[src/adc_seq_pkg.sv]
// shared constants and types for the conversion sequencer and its host
package adc_seq_pkg;
  localparam int unsigned CLK_MHZ = 50;
  localparam int unsigned NUM_CH  = 11;
  localparam int unsigned CH_W    = 11;
  localparam int unsigned RES_W   = 12;

  // clock mode encodings
  localparam logic [1:0] MODE_AUTO_WRITE = 2'h0;
  localparam logic [1:0] MODE_AUTO_PULSE = 2'h1;
  localparam logic [1:0] MODE_RESERVED   = 2'h2;
  localparam logic [1:0] MODE_ONE_SHOT   = 2'h3;
  localparam logic [1:0] MODE_RESET      = MODE_AUTO_WRITE;

  // times in nanoseconds as printed
  localparam int unsigned T_START_MIN_NS     = 20;
  localparam int unsigned T_START_VOLT_NS    = 1500;
  localparam int unsigned T_START_INTREF_NS  = 50000;
  localparam int unsigned T_REF_UP_NS        = 45000;
  localparam int unsigned T_SENSOR_UP_NS     = 5000;
  localparam int unsigned T_TEMP_CONV_NS     = 30000;
  localparam int unsigned T_VOLT_CONV_NS     = 3500;
  localparam int unsigned T_TRACK_CONV_NS    = 5600;

  // cycle counts: least times round up, typical conversion times round down
  localparam int unsigned CYC_START_MIN    = (T_START_MIN_NS * CLK_MHZ + 999) / 1000;
  localparam int unsigned CYC_START_VOLT   = (T_START_VOLT_NS * CLK_MHZ + 999) / 1000;
  localparam int unsigned CYC_START_INTREF = (T_START_INTREF_NS * CLK_MHZ + 999) / 1000;
  localparam int unsigned CYC_REF_UP       = T_REF_UP_NS * CLK_MHZ / 1000;
  localparam int unsigned CYC_SENSOR_UP    = T_SENSOR_UP_NS * CLK_MHZ / 1000;
  localparam int unsigned CYC_TEMP_CONV    = T_TEMP_CONV_NS * CLK_MHZ / 1000;
  localparam int unsigned CYC_VOLT_CONV    = T_VOLT_CONV_NS * CLK_MHZ / 1000;
  localparam int unsigned CYC_TRACK_CONV   = T_TRACK_CONV_NS * CLK_MHZ / 1000;
  localparam int unsigned CNT_W            = 12;

  // kind of each conversion
  typedef enum logic [1:0] {
    KIND_TEMP   = 2'h0,
    KIND_EXTREF = 2'h1,
    KIND_INTREF = 2'h2
  } conv_kind_t;

  typedef enum logic [2:0] {
    ST_IDLE  = 3'h0,
    ST_ARMED = 3'h1,
    ST_POWER = 3'h3,
    ST_CONV  = 3'h2,
    ST_STORE = 3'h6,
    ST_DONE  = 3'h7
  } seq_state_t;

  typedef enum logic [1:0] {
    HS_IDLE  = 2'h0,
    HS_LOW   = 2'h1,
    HS_WAIT  = 2'h3
  } host_state_t;
endpackage

[src/adc_seq_if.sv]
// link between the conversion sequencer and the host controller
`timescale 1ns/1ps
interface adc_seq_if;
  import adc_seq_pkg::*;
  logic                conversion_start_n;
  logic                busy;
  logic [1:0]          clock_mode;
  logic                conv_write;
  logic [NUM_CH-1:0]   channel_select;
  logic [NUM_CH-1:0]   kind_temp;
  logic                adc_monitor_enable;

  modport device (
    input  conversion_start_n, clock_mode, conv_write, channel_select, kind_temp,
    input  adc_monitor_enable,
    output busy
  );
  modport host (
    output conversion_start_n, clock_mode, conv_write, channel_select, kind_temp,
    output adc_monitor_enable,
    input  busy
  );
endinterface

[src/adc_seq_device.sv]
// conversion sequencer: walks the selected channels and stores results
// Functional notes
// - mode 00 register write runs full scan
// - reset leaves clock mode 00 selected
// - monitor on: busy, scan, store, power down
// - mode 01 one start pulse converts all
// - mode 10 reserved, never selected
// - mode 11 one conversion per start pulse
// - temperature start low at least 20ns
// - first temperature waits 45+5+30us; here only 5+30us when the reference is already up
// - later temperature conversions take 30us
// - external reference volt: 1.5us low, 3.5us; the low time is checked in mode 11 only, mode 01 checks 20ns
// - first internal reference volt: 50us low; checked in mode 11 only, mode 01 checks 20ns
// - later internal reference volt: 5.6us result; here mode 11 only, modes 00 and 01 take 3.5us
// - two-bit mode field selects clock mode
// - leaving mode 00 finishes triggered series
// - leaving 01/11 exits if waiting trigger
`timescale 1ns/1ps
module adc_seq_device
  import adc_seq_pkg::*;
(
  // clock and reset
  input  wire logic              I_CLK_SYS,
  input  wire logic              I_SRST,
  // link to host
  adc_seq_if.device              link,
  // user side: results and power state
  input  wire logic [NUM_CH-1:0] I_REF_EXTERNAL,
  output logic                   O_RESULT_VALID,
  output logic [3:0]             O_RESULT_CH,
  output logic                   O_ADC_POWERED,
  output logic                   O_BUSY
);
  seq_state_t        state, next_state;
  logic [1:0]        mode, next_mode;
  logic [NUM_CH-1:0] pending, next_pending;
  logic [3:0]        ch, next_ch;
  logic [CNT_W-1:0]  cnt, next_cnt;
  logic [CNT_W-1:0]  low_cnt, next_low_cnt;
  logic              start_d, next_start_d;
  logic              ref_up, next_ref_up;
  logic              sensor_up, next_sensor_up;
  logic              busy, next_busy;
  logic              powered, next_powered;
  logic              rvalid, next_rvalid;
  logic              one_shot, next_one_shot;
  logic [3:0]        rch, next_rch;
  logic [CNT_W-1:0]  conv_len;
  logic [NUM_CH-1:0] low_mask;
  logic              start_rise, start_fall, pulse_ok, one_hot_free;
  logic [3:0]        first_ch;

  // lowest pending channel
  always_comb begin
    first_ch = 4'h0;
    for (int i = NUM_CH - 1; i >= 0; i--) begin
      if (pending[i]) begin
        first_ch = 4'(i);
      end
    end
  end

  assign start_fall = start_d & ~link.conversion_start_n;
  assign start_rise = ~start_d & link.conversion_start_n;
  assign one_hot_free = (pending == '0);
  // pulse length checked on release against the minimum for the next kind in mode 11, against the 20ns minimum in mode 01
  always_comb begin
    pulse_ok = (low_cnt >= CNT_W'(CYC_START_MIN - 1));
    if (mode == MODE_ONE_SHOT && !link.kind_temp[first_ch]) begin
      if (I_REF_EXTERNAL[first_ch]) begin
        pulse_ok = (low_cnt >= CNT_W'(CYC_START_VOLT - 1));
      end else if (!ref_up) begin
        pulse_ok = (low_cnt >= CNT_W'(CYC_START_INTREF - 1));
      end else begin
        pulse_ok = (low_cnt >= CNT_W'(CYC_START_VOLT - 1));
      end
    end
  end

  // conversion length of the current channel
  always_comb begin
    if (link.kind_temp[ch]) begin
      conv_len = CNT_W'(CYC_TEMP_CONV);
    end else if (I_REF_EXTERNAL[ch] || !one_shot) begin
      conv_len = CNT_W'(CYC_VOLT_CONV);
    end else if (ref_up) begin
      conv_len = CNT_W'(CYC_TRACK_CONV);
    end else begin
      conv_len = CNT_W'(CYC_VOLT_CONV);
    end
  end

  always_comb begin
    low_mask = '0;
    low_mask[first_ch] = 1'b1;
  end

  always_comb begin
    next_state     = state;
    next_mode      = link.clock_mode;
    next_pending   = pending;
    next_ch        = ch;
    next_cnt       = cnt;
    next_start_d   = link.conversion_start_n;
    next_low_cnt   = link.conversion_start_n ? '0 :
                     (low_cnt == '1 ? low_cnt : low_cnt + CNT_W'(1));
    next_ref_up    = ref_up;
    next_sensor_up = sensor_up;
    next_busy      = busy;
    next_powered   = powered;
    next_rvalid    = 1'b0;
    next_rch       = rch;
    next_one_shot  = one_shot;
    case (state)
      ST_IDLE: begin
        next_busy = 1'b0;
        // writes during busy never reach here, so they are ignored
        if (link.conv_write && link.channel_select != '0) begin
          next_pending = link.channel_select;
          // the mode field may change with the write itself, so decide on the link value
          if (link.clock_mode == MODE_AUTO_WRITE && link.adc_monitor_enable) begin
            next_state = ST_POWER;
            next_busy  = 1'b1;
            next_powered = 1'b1;
            next_cnt   = '0;
            next_one_shot = 1'b0;
          end else if (link.clock_mode == MODE_AUTO_PULSE ||
                       link.clock_mode == MODE_ONE_SHOT) begin
            next_state = ST_ARMED;
          end
        end
      end
      ST_ARMED: begin
        if (mode != link.clock_mode) begin
          next_state   = ST_IDLE;
          next_powered = 1'b0;
          next_pending = '0;
        end else if (start_rise && pulse_ok) begin
          next_state   = ST_POWER;
          next_busy    = 1'b1;
          next_powered = 1'b1;
          next_cnt     = '0;
          next_one_shot = (mode == MODE_ONE_SHOT);
        end
      end
      ST_POWER: begin
        next_ch = first_ch;
        // first temperature needs reference then sensor power-up
        // a reference already up from a voltage conversion leaves only the sensor wait
        if (link.kind_temp[first_ch] && !sensor_up) begin
          next_cnt = cnt + CNT_W'(1);
          if (cnt == (ref_up ? CNT_W'(CYC_SENSOR_UP - 1) :
                               CNT_W'(CYC_REF_UP + CYC_SENSOR_UP - 1))) begin
            next_ref_up = 1'b1;
            next_sensor_up = 1'b1;
            next_cnt = '0;
            next_state = ST_CONV;
          end
        end else begin
          next_cnt = '0;
          next_state = ST_CONV;
        end
      end
      ST_CONV: begin
        next_cnt = cnt + CNT_W'(1);
        if (cnt == conv_len - CNT_W'(1)) begin
          next_state = ST_STORE;
          next_cnt = '0;
        end
      end
      ST_STORE: begin
        next_rvalid  = 1'b1;
        next_rch     = ch;
        next_pending = pending & ~low_mask;
        if (!link.kind_temp[ch]) begin
          next_ref_up = next_ref_up | ~I_REF_EXTERNAL[ch];
        end
        // scan kind is latched at the trigger so a mode change mid-scan finishes the series
        next_state = ((pending & ~low_mask) == '0 || one_shot) ?
                     ST_DONE : ST_POWER;
      end
      ST_DONE: begin
        next_busy = 1'b0;
        if (one_shot && pending != '0 && link.clock_mode == MODE_ONE_SHOT) begin
          next_state = ST_ARMED;
        end else begin
          next_state = ST_IDLE;
          next_powered = 1'b0;
          next_pending = '0;
        end
      end
      default: next_state = ST_IDLE;
    endcase
    // reserved mode behaves like idle since no branch starts in it
  end

  always_ff @(posedge I_CLK_SYS) begin
    if (I_SRST) begin
      state     <= ST_IDLE;
      mode      <= MODE_RESET;
      pending   <= '0;
      ch        <= 4'h0;
      cnt       <= '0;
      low_cnt   <= '0;
      start_d   <= 1'b1;
      ref_up    <= 1'b0;
      sensor_up <= 1'b0;
      busy      <= 1'b0;
      powered   <= 1'b0;
      rvalid    <= 1'b0;
      rch       <= 4'h0;
      one_shot  <= 1'b0;
    end else begin
      state     <= next_state;
      mode      <= next_mode;
      pending   <= next_pending;
      ch        <= next_ch;
      cnt       <= next_cnt;
      low_cnt   <= next_low_cnt;
      start_d   <= next_start_d;
      ref_up    <= next_ref_up;
      sensor_up <= next_sensor_up;
      busy      <= next_busy;
      powered   <= next_powered;
      rvalid    <= next_rvalid;
      rch       <= next_rch;
      one_shot  <= next_one_shot;
    end
  end

  assign link.busy      = busy;
  assign O_BUSY         = busy;
  assign O_RESULT_VALID = rvalid;
  assign O_RESULT_CH    = rch;
  assign O_ADC_POWERED  = powered;
endmodule // adc_seq_device

[src/flat_wrapper.sv]
// flat-port wrapper written by rule: the top's interface ports become plain ports
module adc_seq_device_flat import adc_seq_pkg::*;
  (I_CLK_SYS, I_SRST, I_REF_EXTERNAL, O_RESULT_VALID, O_RESULT_CH, O_ADC_POWERED, O_BUSY, link_conversion_start_n, link_clock_mode, link_conv_write, link_channel_select, link_kind_temp, link_adc_monitor_enable, link_busy);
  adc_seq_if link_i ();
  input  wire logic I_CLK_SYS;
  input  wire logic I_SRST;
  input  wire logic [NUM_CH-1:0] I_REF_EXTERNAL;
  output logic O_RESULT_VALID;
  output logic [3:0] O_RESULT_CH;
  output logic O_ADC_POWERED;
  output logic O_BUSY;
  input wire logic [$bits(link_i.conversion_start_n)-1:0] link_conversion_start_n;
  input wire logic [$bits(link_i.clock_mode)-1:0] link_clock_mode;
  input wire logic [$bits(link_i.conv_write)-1:0] link_conv_write;
  input wire logic [$bits(link_i.channel_select)-1:0] link_channel_select;
  input wire logic [$bits(link_i.kind_temp)-1:0] link_kind_temp;
  input wire logic [$bits(link_i.adc_monitor_enable)-1:0] link_adc_monitor_enable;
  output wire logic [$bits(link_i.busy)-1:0] link_busy;
  assign link_i.conversion_start_n = link_conversion_start_n;
  assign link_i.clock_mode = link_clock_mode;
  assign link_i.conv_write = link_conv_write;
  assign link_i.channel_select = link_channel_select;
  assign link_i.kind_temp = link_kind_temp;
  assign link_i.adc_monitor_enable = link_adc_monitor_enable;
  assign link_busy = link_i.busy;
  adc_seq_device u_core (.I_CLK_SYS(I_CLK_SYS), .I_SRST(I_SRST), .link(link_i), .I_REF_EXTERNAL(I_REF_EXTERNAL), .O_RESULT_VALID(O_RESULT_VALID), .O_RESULT_CH(O_RESULT_CH), .O_ADC_POWERED(O_ADC_POWERED), .O_BUSY(O_BUSY));
endmodule
[config.mk]
export PLATFORM = sky130hd
export DESIGN_NAME = adc_seq_device_flat
export DESIGN_NICKNAME = d
export VERILOG_FILES = /design/src/adc_seq_pkg.sv /design/src/adc_seq_if.sv /design/src/adc_seq_device.sv /design/src/flat_wrapper.sv
export SDC_FILE = /design/constraint.sdc
export NUM_CORES = 1
export LEC_CHECK = 0
export BUFFER_PORTS_ARGS = -buffer_cell sky130_fd_sc_hd__buf_2
export CAP_MARGIN = 30
export CORE_MARGIN = 4
export CORE_UTILIZATION = 50
export CTS_BUF_LIST = sky130_fd_sc_hd__clkbuf_8
export DETAILED_ROUTE_END_ITERATION = 8
export PLACE_DENSITY = 0.71
export SYNTH_ARGS = -nofsm -noshare
export SYNTH_HDL_FRONTEND = slang
export SYNTH_SLANG_ARGS = --single-unit
[constraint.sdc]
create_clock -name I_CLK_SYS -period 4 [get_ports I_CLK_SYS]
set_input_delay 0.6 -clock I_CLK_SYS [delete_from_list [all_inputs] [get_ports I_CLK_SYS]]
set_output_delay 0.6 -clock I_CLK_SYS [all_outputs]
set_load 0.01 [all_outputs]
After elaboration in Yosys (flattened, before gate mapping) --
Cells that the tools add are included.
Cells by class: bitwise gates (word level) 6, magnitude comparators 6, equality and inequality tests 25, $add $sub $neg 3, muxes and demuxes 71, reduce and logical (&&, ||, !) cells 33
Operators with widths (number):
- $mux 12 | 10
- $pmux 12 s4 | 1
- $mux 4 | 11
- $pmux 11 s4 | 1
- $mux 11 | 3
- $mux 3 | 9
- $mux 1 | 25
- $add 12x1->12 const B | 2
- $eq 12x12->1 | 2
- $reduce_bool 11->1 | 2
- $reduce_and 5->1 | 4
- $pmux 3 s6 | 1
- $bmux 1 s4 | 4
- $ne 2x1->1 const B | 7
- $eq 12x12->1 const B | 1
- $ge 12x1->1 const B | 1
- $ge 12x12->1 const B | 1
- $ge 12x7->1 const B | 1
- $sub 12x1->12 const B | 1
- $and 11x11->11 | 1
- $logic_not 11->1 | 1
- $not 11->11 | 1
- $lt 4x5->1 const B | 2
- $mux 9 | 1
- other kinds (27) | 51
Storage, ports and cells: bits in registers 55, output and inout port bits 8, logic and storage cells 158, input port bits 40

Longest topological paths before layout --
depth after elaboration 21, depth in mapped cells 12, mapped depth without buffers 9

Worst setup path before layout --
OpenSTA, ideal clock, no wires.
path kind input port to flip-flop, from in I_REF_EXTERNAL[7], to reg u_core.state[1], setup slack 1.145 ns, buffers on the path 1, cell stages on the path 10, required time 3.940 ns, data arrival time 2.795 ns, library setup time 0.060 ns, cell sequence mux4_2 > mux2_2 > or3_1 > nand3_1 > a22o_2 > a211o_4 > a21bo_1 > buf_6 > nor4_2 > o221a_1
On the way: cells in the longest elaborated chain, start to end 9, elaborated cells between the ends (all ways) 15
RTL lines:
- from (decl) | line flat_wrapper.sv:7 | input wire logic [NUM_CH-1:0] I_REF_EXTERNAL;
- $bmux 1 s4 | line adc_seq_device.sv:84 | end else if (I_REF_EXTERNAL[ch] || !one_shot) begin
- $mux 1 (implied by the code) | line adc_seq_device.sv:84
- $logic_or 1x1->1 | line adc_seq_device.sv:84
- $mux 12 | line adc_seq_device.sv:84
- $mux 12 | line adc_seq_device.sv:82 | if (link.kind_temp[ch]) begin
- $sub 12x1->12 | line adc_seq_device.sv:166 | if (cnt == conv_len - CNT_W'(1)) begin
- $eq 12x12->1 | line adc_seq_device.sv:166
- $ne 2x1->1 (no source line)
- $reduce_and 5->1 (no source line) (*)
- to (signal assigned) | line adc_seq_device.sv:214 | state <= next_state;
- to (decl) | line adc_seq_device.sv:34 | seq_state_t state, next_state;
Every way passes the cells marked *; elsewhere a longest branch is shown, timed or not. The select of a mux whose other input is x is not followed. A chain may end at the register's enable or synchronous reset.

Worst setup path after layout --
from reg u_core.ch[0], to reg u_core.cnt[2]
On the way: cells in the longest elaborated chain, start to end 9, elaborated cells between the ends (all ways) 11
RTL lines:
- from (decl) | line adc_seq_device.sv:37 | logic [3:0] ch, next_ch;
- from (signal assigned) | line adc_seq_device.sv:217 | ch <= next_ch;
- $bmux 1 s4 | line adc_seq_device.sv:84
- $mux 1 (implied by the code) | line adc_seq_device.sv:84
- $logic_or 1x1->1 | line adc_seq_device.sv:84
- $mux 12 | line adc_seq_device.sv:84
- $mux 12 (*) | line adc_seq_device.sv:82
- $sub 12x1->12 (*) | line adc_seq_device.sv:166
- $eq 12x12->1 (*) | line adc_seq_device.sv:166
- $mux 12 (*) | line adc_seq_device.sv:166
- $pmux 12 s4 (*) | line adc_seq_device.sv:114 | case (state)
- to (signal assigned) | line adc_seq_device.sv:218 | cnt <= next_cnt;
- to (decl) | line adc_seq_device.sv:38 | logic [CNT_W-1:0] cnt, next_cnt;
Marks and branches as above.

==> results.sh <==
export IMPL_outcome="complete, no violations"
export IMPL_synth_most_common_cell="dfxtp_1"
export IMPL_cp_required_ns=4.23
export IMPL_grt_max_degree=43
export IMPL_synth_edf_count=0
export IMPL_drt_wirelength_per_cell_um=16.24
export IMPL_arrival_ns=3.55
export IMPL_synth_area_top_cells="dfxtp_1 (30%), a21oi_1 (6.1%), nor2_1 (5.1%)"
export IMPL_slew_viol_final=0
export IMPL_ctsHoldBuffers=0
export IMPL_clock_sinks=55
export IMPL_cts_htree_levels=2
export IMPL_dr_pass1_iters=5
export IMPL_port_buffers=47
export IMPL_holdPathStages=2
export IMPL_slew_headroom_pct=37.60
export IMPL_async_reset_ff_share_pct=0
export IMPL_post_route_period_util_pct=82.96
export IMPL_initial_core_util_pct=51.20
export IMPL_grt_usage_pct=22.73
export IMPL_rows=31
export IMPL_diodes=0
export IMPL_path_class="flop to flop"
export IMPL_post_dp_cell_area_sq_um=3950
export IMPL_start_kind="flop"
export IMPL_synth_common_cells="dfxtp_1 (55), nor2_1 (50), nand2_1 (49)"
export IMPL_yosysWarnings=0
export IMPL_yosys_area_top_type="dfxtp_1"
export IMPL_final_nets=545
export IMPL_grt_pass1_vias=3448
export IMPL_syn_inst=473
export IMPL_r2r_cells=8
export IMPL_rsz0062_at_grt="false"
export IMPL_gr_total_overflow=0
export IMPL_drc=0
export IMPL_ys_ff_latch=55
export IMPL_post_cts_setup_buffers=0
export IMPL_dieArea_sq_um=8870
export IMPL_dieHeight_um=94.18
export IMPL_max_freq_mhz=301.3
export IMPL_num_vias=3686
export IMPL_drt_total_wl_mm=9.760
export IMPL_cts_buffers=5
export IMPL_synth_seq_area_share_pct=29.65
export IMPL_hold_viol_final=0
export IMPL_gp_congestion=0.9150
export IMPL_hold_class="flop to flop"
export IMPL_fin_crit_ns=3.318
export IMPL_drtIter0Drc=196
export IMPL_worst_pin_slew_ns=0.9360
export IMPL_timing_reg2reg_setup_slack_ns=0.68
export IMPL_cts_tree="done"
export IMPL_dpl_hpwl_mm=7.398
export IMPL_peakVddDrop_uv=211.7
export IMPL_drive_above_1_share_pct=18.53
export IMPL_cts_resized_gates=0
export IMPL_fin_ws_ns=0.6816
export IMPL_yosys_most_used_dff="dfxtp_1"
export IMPL_grt_pass1_wl_mm=16.48
export IMPL_p_leak_nw=1.458
export IMPL_setup_violations=0
export IMPL_core_area_sq_um=7253
export IMPL_clock_latency_ns=0.31
export IMPL_clock_skew_ns=0.01326
export IMPL_hold_slack_ns=0.4569
export IMPL_syn_area_per_cell_sq_um=7.851
export IMPL_preCtsSetupSlack_ns=0.6674
export IMPL_pwr_density_cell_nw_per_um2=589.1
export IMPL_yosys_area_top_type_share_pct=29.65
export IMPL_antenna_found_initial=0
export IMPL_syn_num_nets=516
export IMPL_via_per_inst=6.133
export IMPL_nFillCells=709
export IMPL_die_w_um=94.18
export IMPL_synth_area_sq_um=3714
export IMPL_antenna_left=0
export IMPL_clockBufferDepth=2
export IMPL_ys_types=72
export IMPL_io_pins=48
export IMPL_path_clk_slew_ns=0.10
export IMPL_fin_tns_setup_ns=0
export IMPL_cts_root_buf="clkbuf_8"
export IMPL_critical_path_max_fanout=21
export IMPL_drv_cap=0
export IMPL_area_growth_pct=8.726
export IMPL_design_area_sq_um=4038
export IMPL_setup_worst_path_end_class="flop"
-- stage by stage --
stage	util (%)	total power, mW	std cells
after floorplan	-	1.789	473
after global placement	54.46	2.037	594
after detailed placement	54.46	2.058	594
after CTS	55.67	2.372	601
after global routing	55.67	2.571	601
final	55.67	2.379	601
-- power by group --
| part | switching, mW | total (mW) | internal, mW | leakage [nW] |
|---|---|---|---|---|
| clock | 0.179 | 0.316 | 0.136 | 0.0470 |
| combinational | 0.811 | 1.32 | 0.504 | 0.964 |
| sequential | 0.133 | 0.748 | 0.615 | 0.447 |
-- registers in the layout (all words and copies together), names as in the netlist, 2 cells and up --
signal,cells
u_core.pending,11
u_core.O_RESULT_CH,4
u_core.state,3
u_core.low_cnt,12
u_core.ch,4
u_core.mode,2
u_core.cnt,12
-- worst paths after layout --
kind / start / endpoint
setup / recovery: u_core.ch[0]$_SDFFE_PP0P_ / u_core.cnt[2]$_SDFFE_PP0P_
hold / removal: u_core.O_RESULT_CH[1]$_SDFFE_PP0P_ / u_core.O_RESULT_CH[1]$_SDFFE_PP0P_
setup reg to reg: u_core.ch[0]$_SDFFE_PP0P_ / u_core.cnt[2]$_SDFFE_PP0P_
hold reg to reg: u_core.O_RESULT_CH[1]$_SDFFE_PP0P_ / u_core.O_RESULT_CH[1]$_SDFFE_PP0P_
-- layout by cell type, fill, tap and decap left out, types with 3 or more instances in the layout --
| cell type | instances |
|---|---|
| nor2_2 | 3 |
| a31oi_1 | 11 |
| o21ai_0 | 19 |
| buf_2 | 47 |
| or2_2 | 3 |
| a21o_1 | 4 |
| dfxtp_1 | 55 |
| nor3_1 | 18 |
| nor2b_1 | 5 |
| nand4_1 | 6 |
| o21a_1 | 4 |
| a41oi_1 | 3 |
| mux4_2 | 4 |
| a22oi_1 | 6 |
| mux2i_1 | 9 |
| nand2_1 | 49 |
| xor2_1 | 6 |
| or3_1 | 3 |
| a311oi_2 | 9 |
| and2_1 | 3 |
| clkbuf_8 | 6 |
| nand2b_1 | 4 |
| and3_1 | 7 |
| ha_1 | 3 |
| nor2_1 | 50 |
| o31ai_1 | 5 |
| o22ai_1 | 4 |
| nand3_1 | 25 |
| a21oi_1 | 45 |
| a211o_1 | 3 |
| nor3b_1 | 5 |
| o211ai_1 | 3 |
| inv_1 | 18 |
| mux2_2 | 3 |
| xnor2_1 | 4 |
| nor4_1 | 4 |
| a211oi_1 | 5 |
-- metal layers --
metal  GRT usage, %  vias up  routed length, um  share of wire [%]
li1               -     1809                  -                  -
met4          8.544        0                231                2.4
met2          35.99      135               4562                 47
met3          2.885       20                575                5.9
met5              0        -                  0                  0
met1          31.40     1722               4391                 45
-- worst max-delay path, cell delays in order, from the launching register on --
cell	delay, ns
dfxtp_1	0.61
mux4_2	0.57
mux2_2	0.29
o21ai_1	0.14
a31oi_1	0.11
a211o_4	0.37
a21bo_1	0.59
or2b_1	0.29
a311oi_2	0.26
-- area by class of cell --
class	instances	area (sq um)	share of cell area, %
inverter	18	67.56	1.673
tap	99	123.9	3.068
timing repair buffer	49	250.2	6.198
sequential	55	1101	27.27
clock buffer	6	82.58	2.045
clock inverter	1	5.005	0.1240
multi-input combinational	373	2407	59.62
-- kinds of logic after synthesis --
group                      count (synthesis)  share of synthesized area (%)
AOI/OAI and AO/OA                        144                          28.40
xor gates and xnor gates                  10                          2.358
adders and majority gates                  3                          1.011
buffers and inverters                     45                          5.525
DFF                                       55                          29.65
muxes                                     17                          6.065
and+or+nand+nor                          199                          26.99
Power figures use the tool's default switching activity.
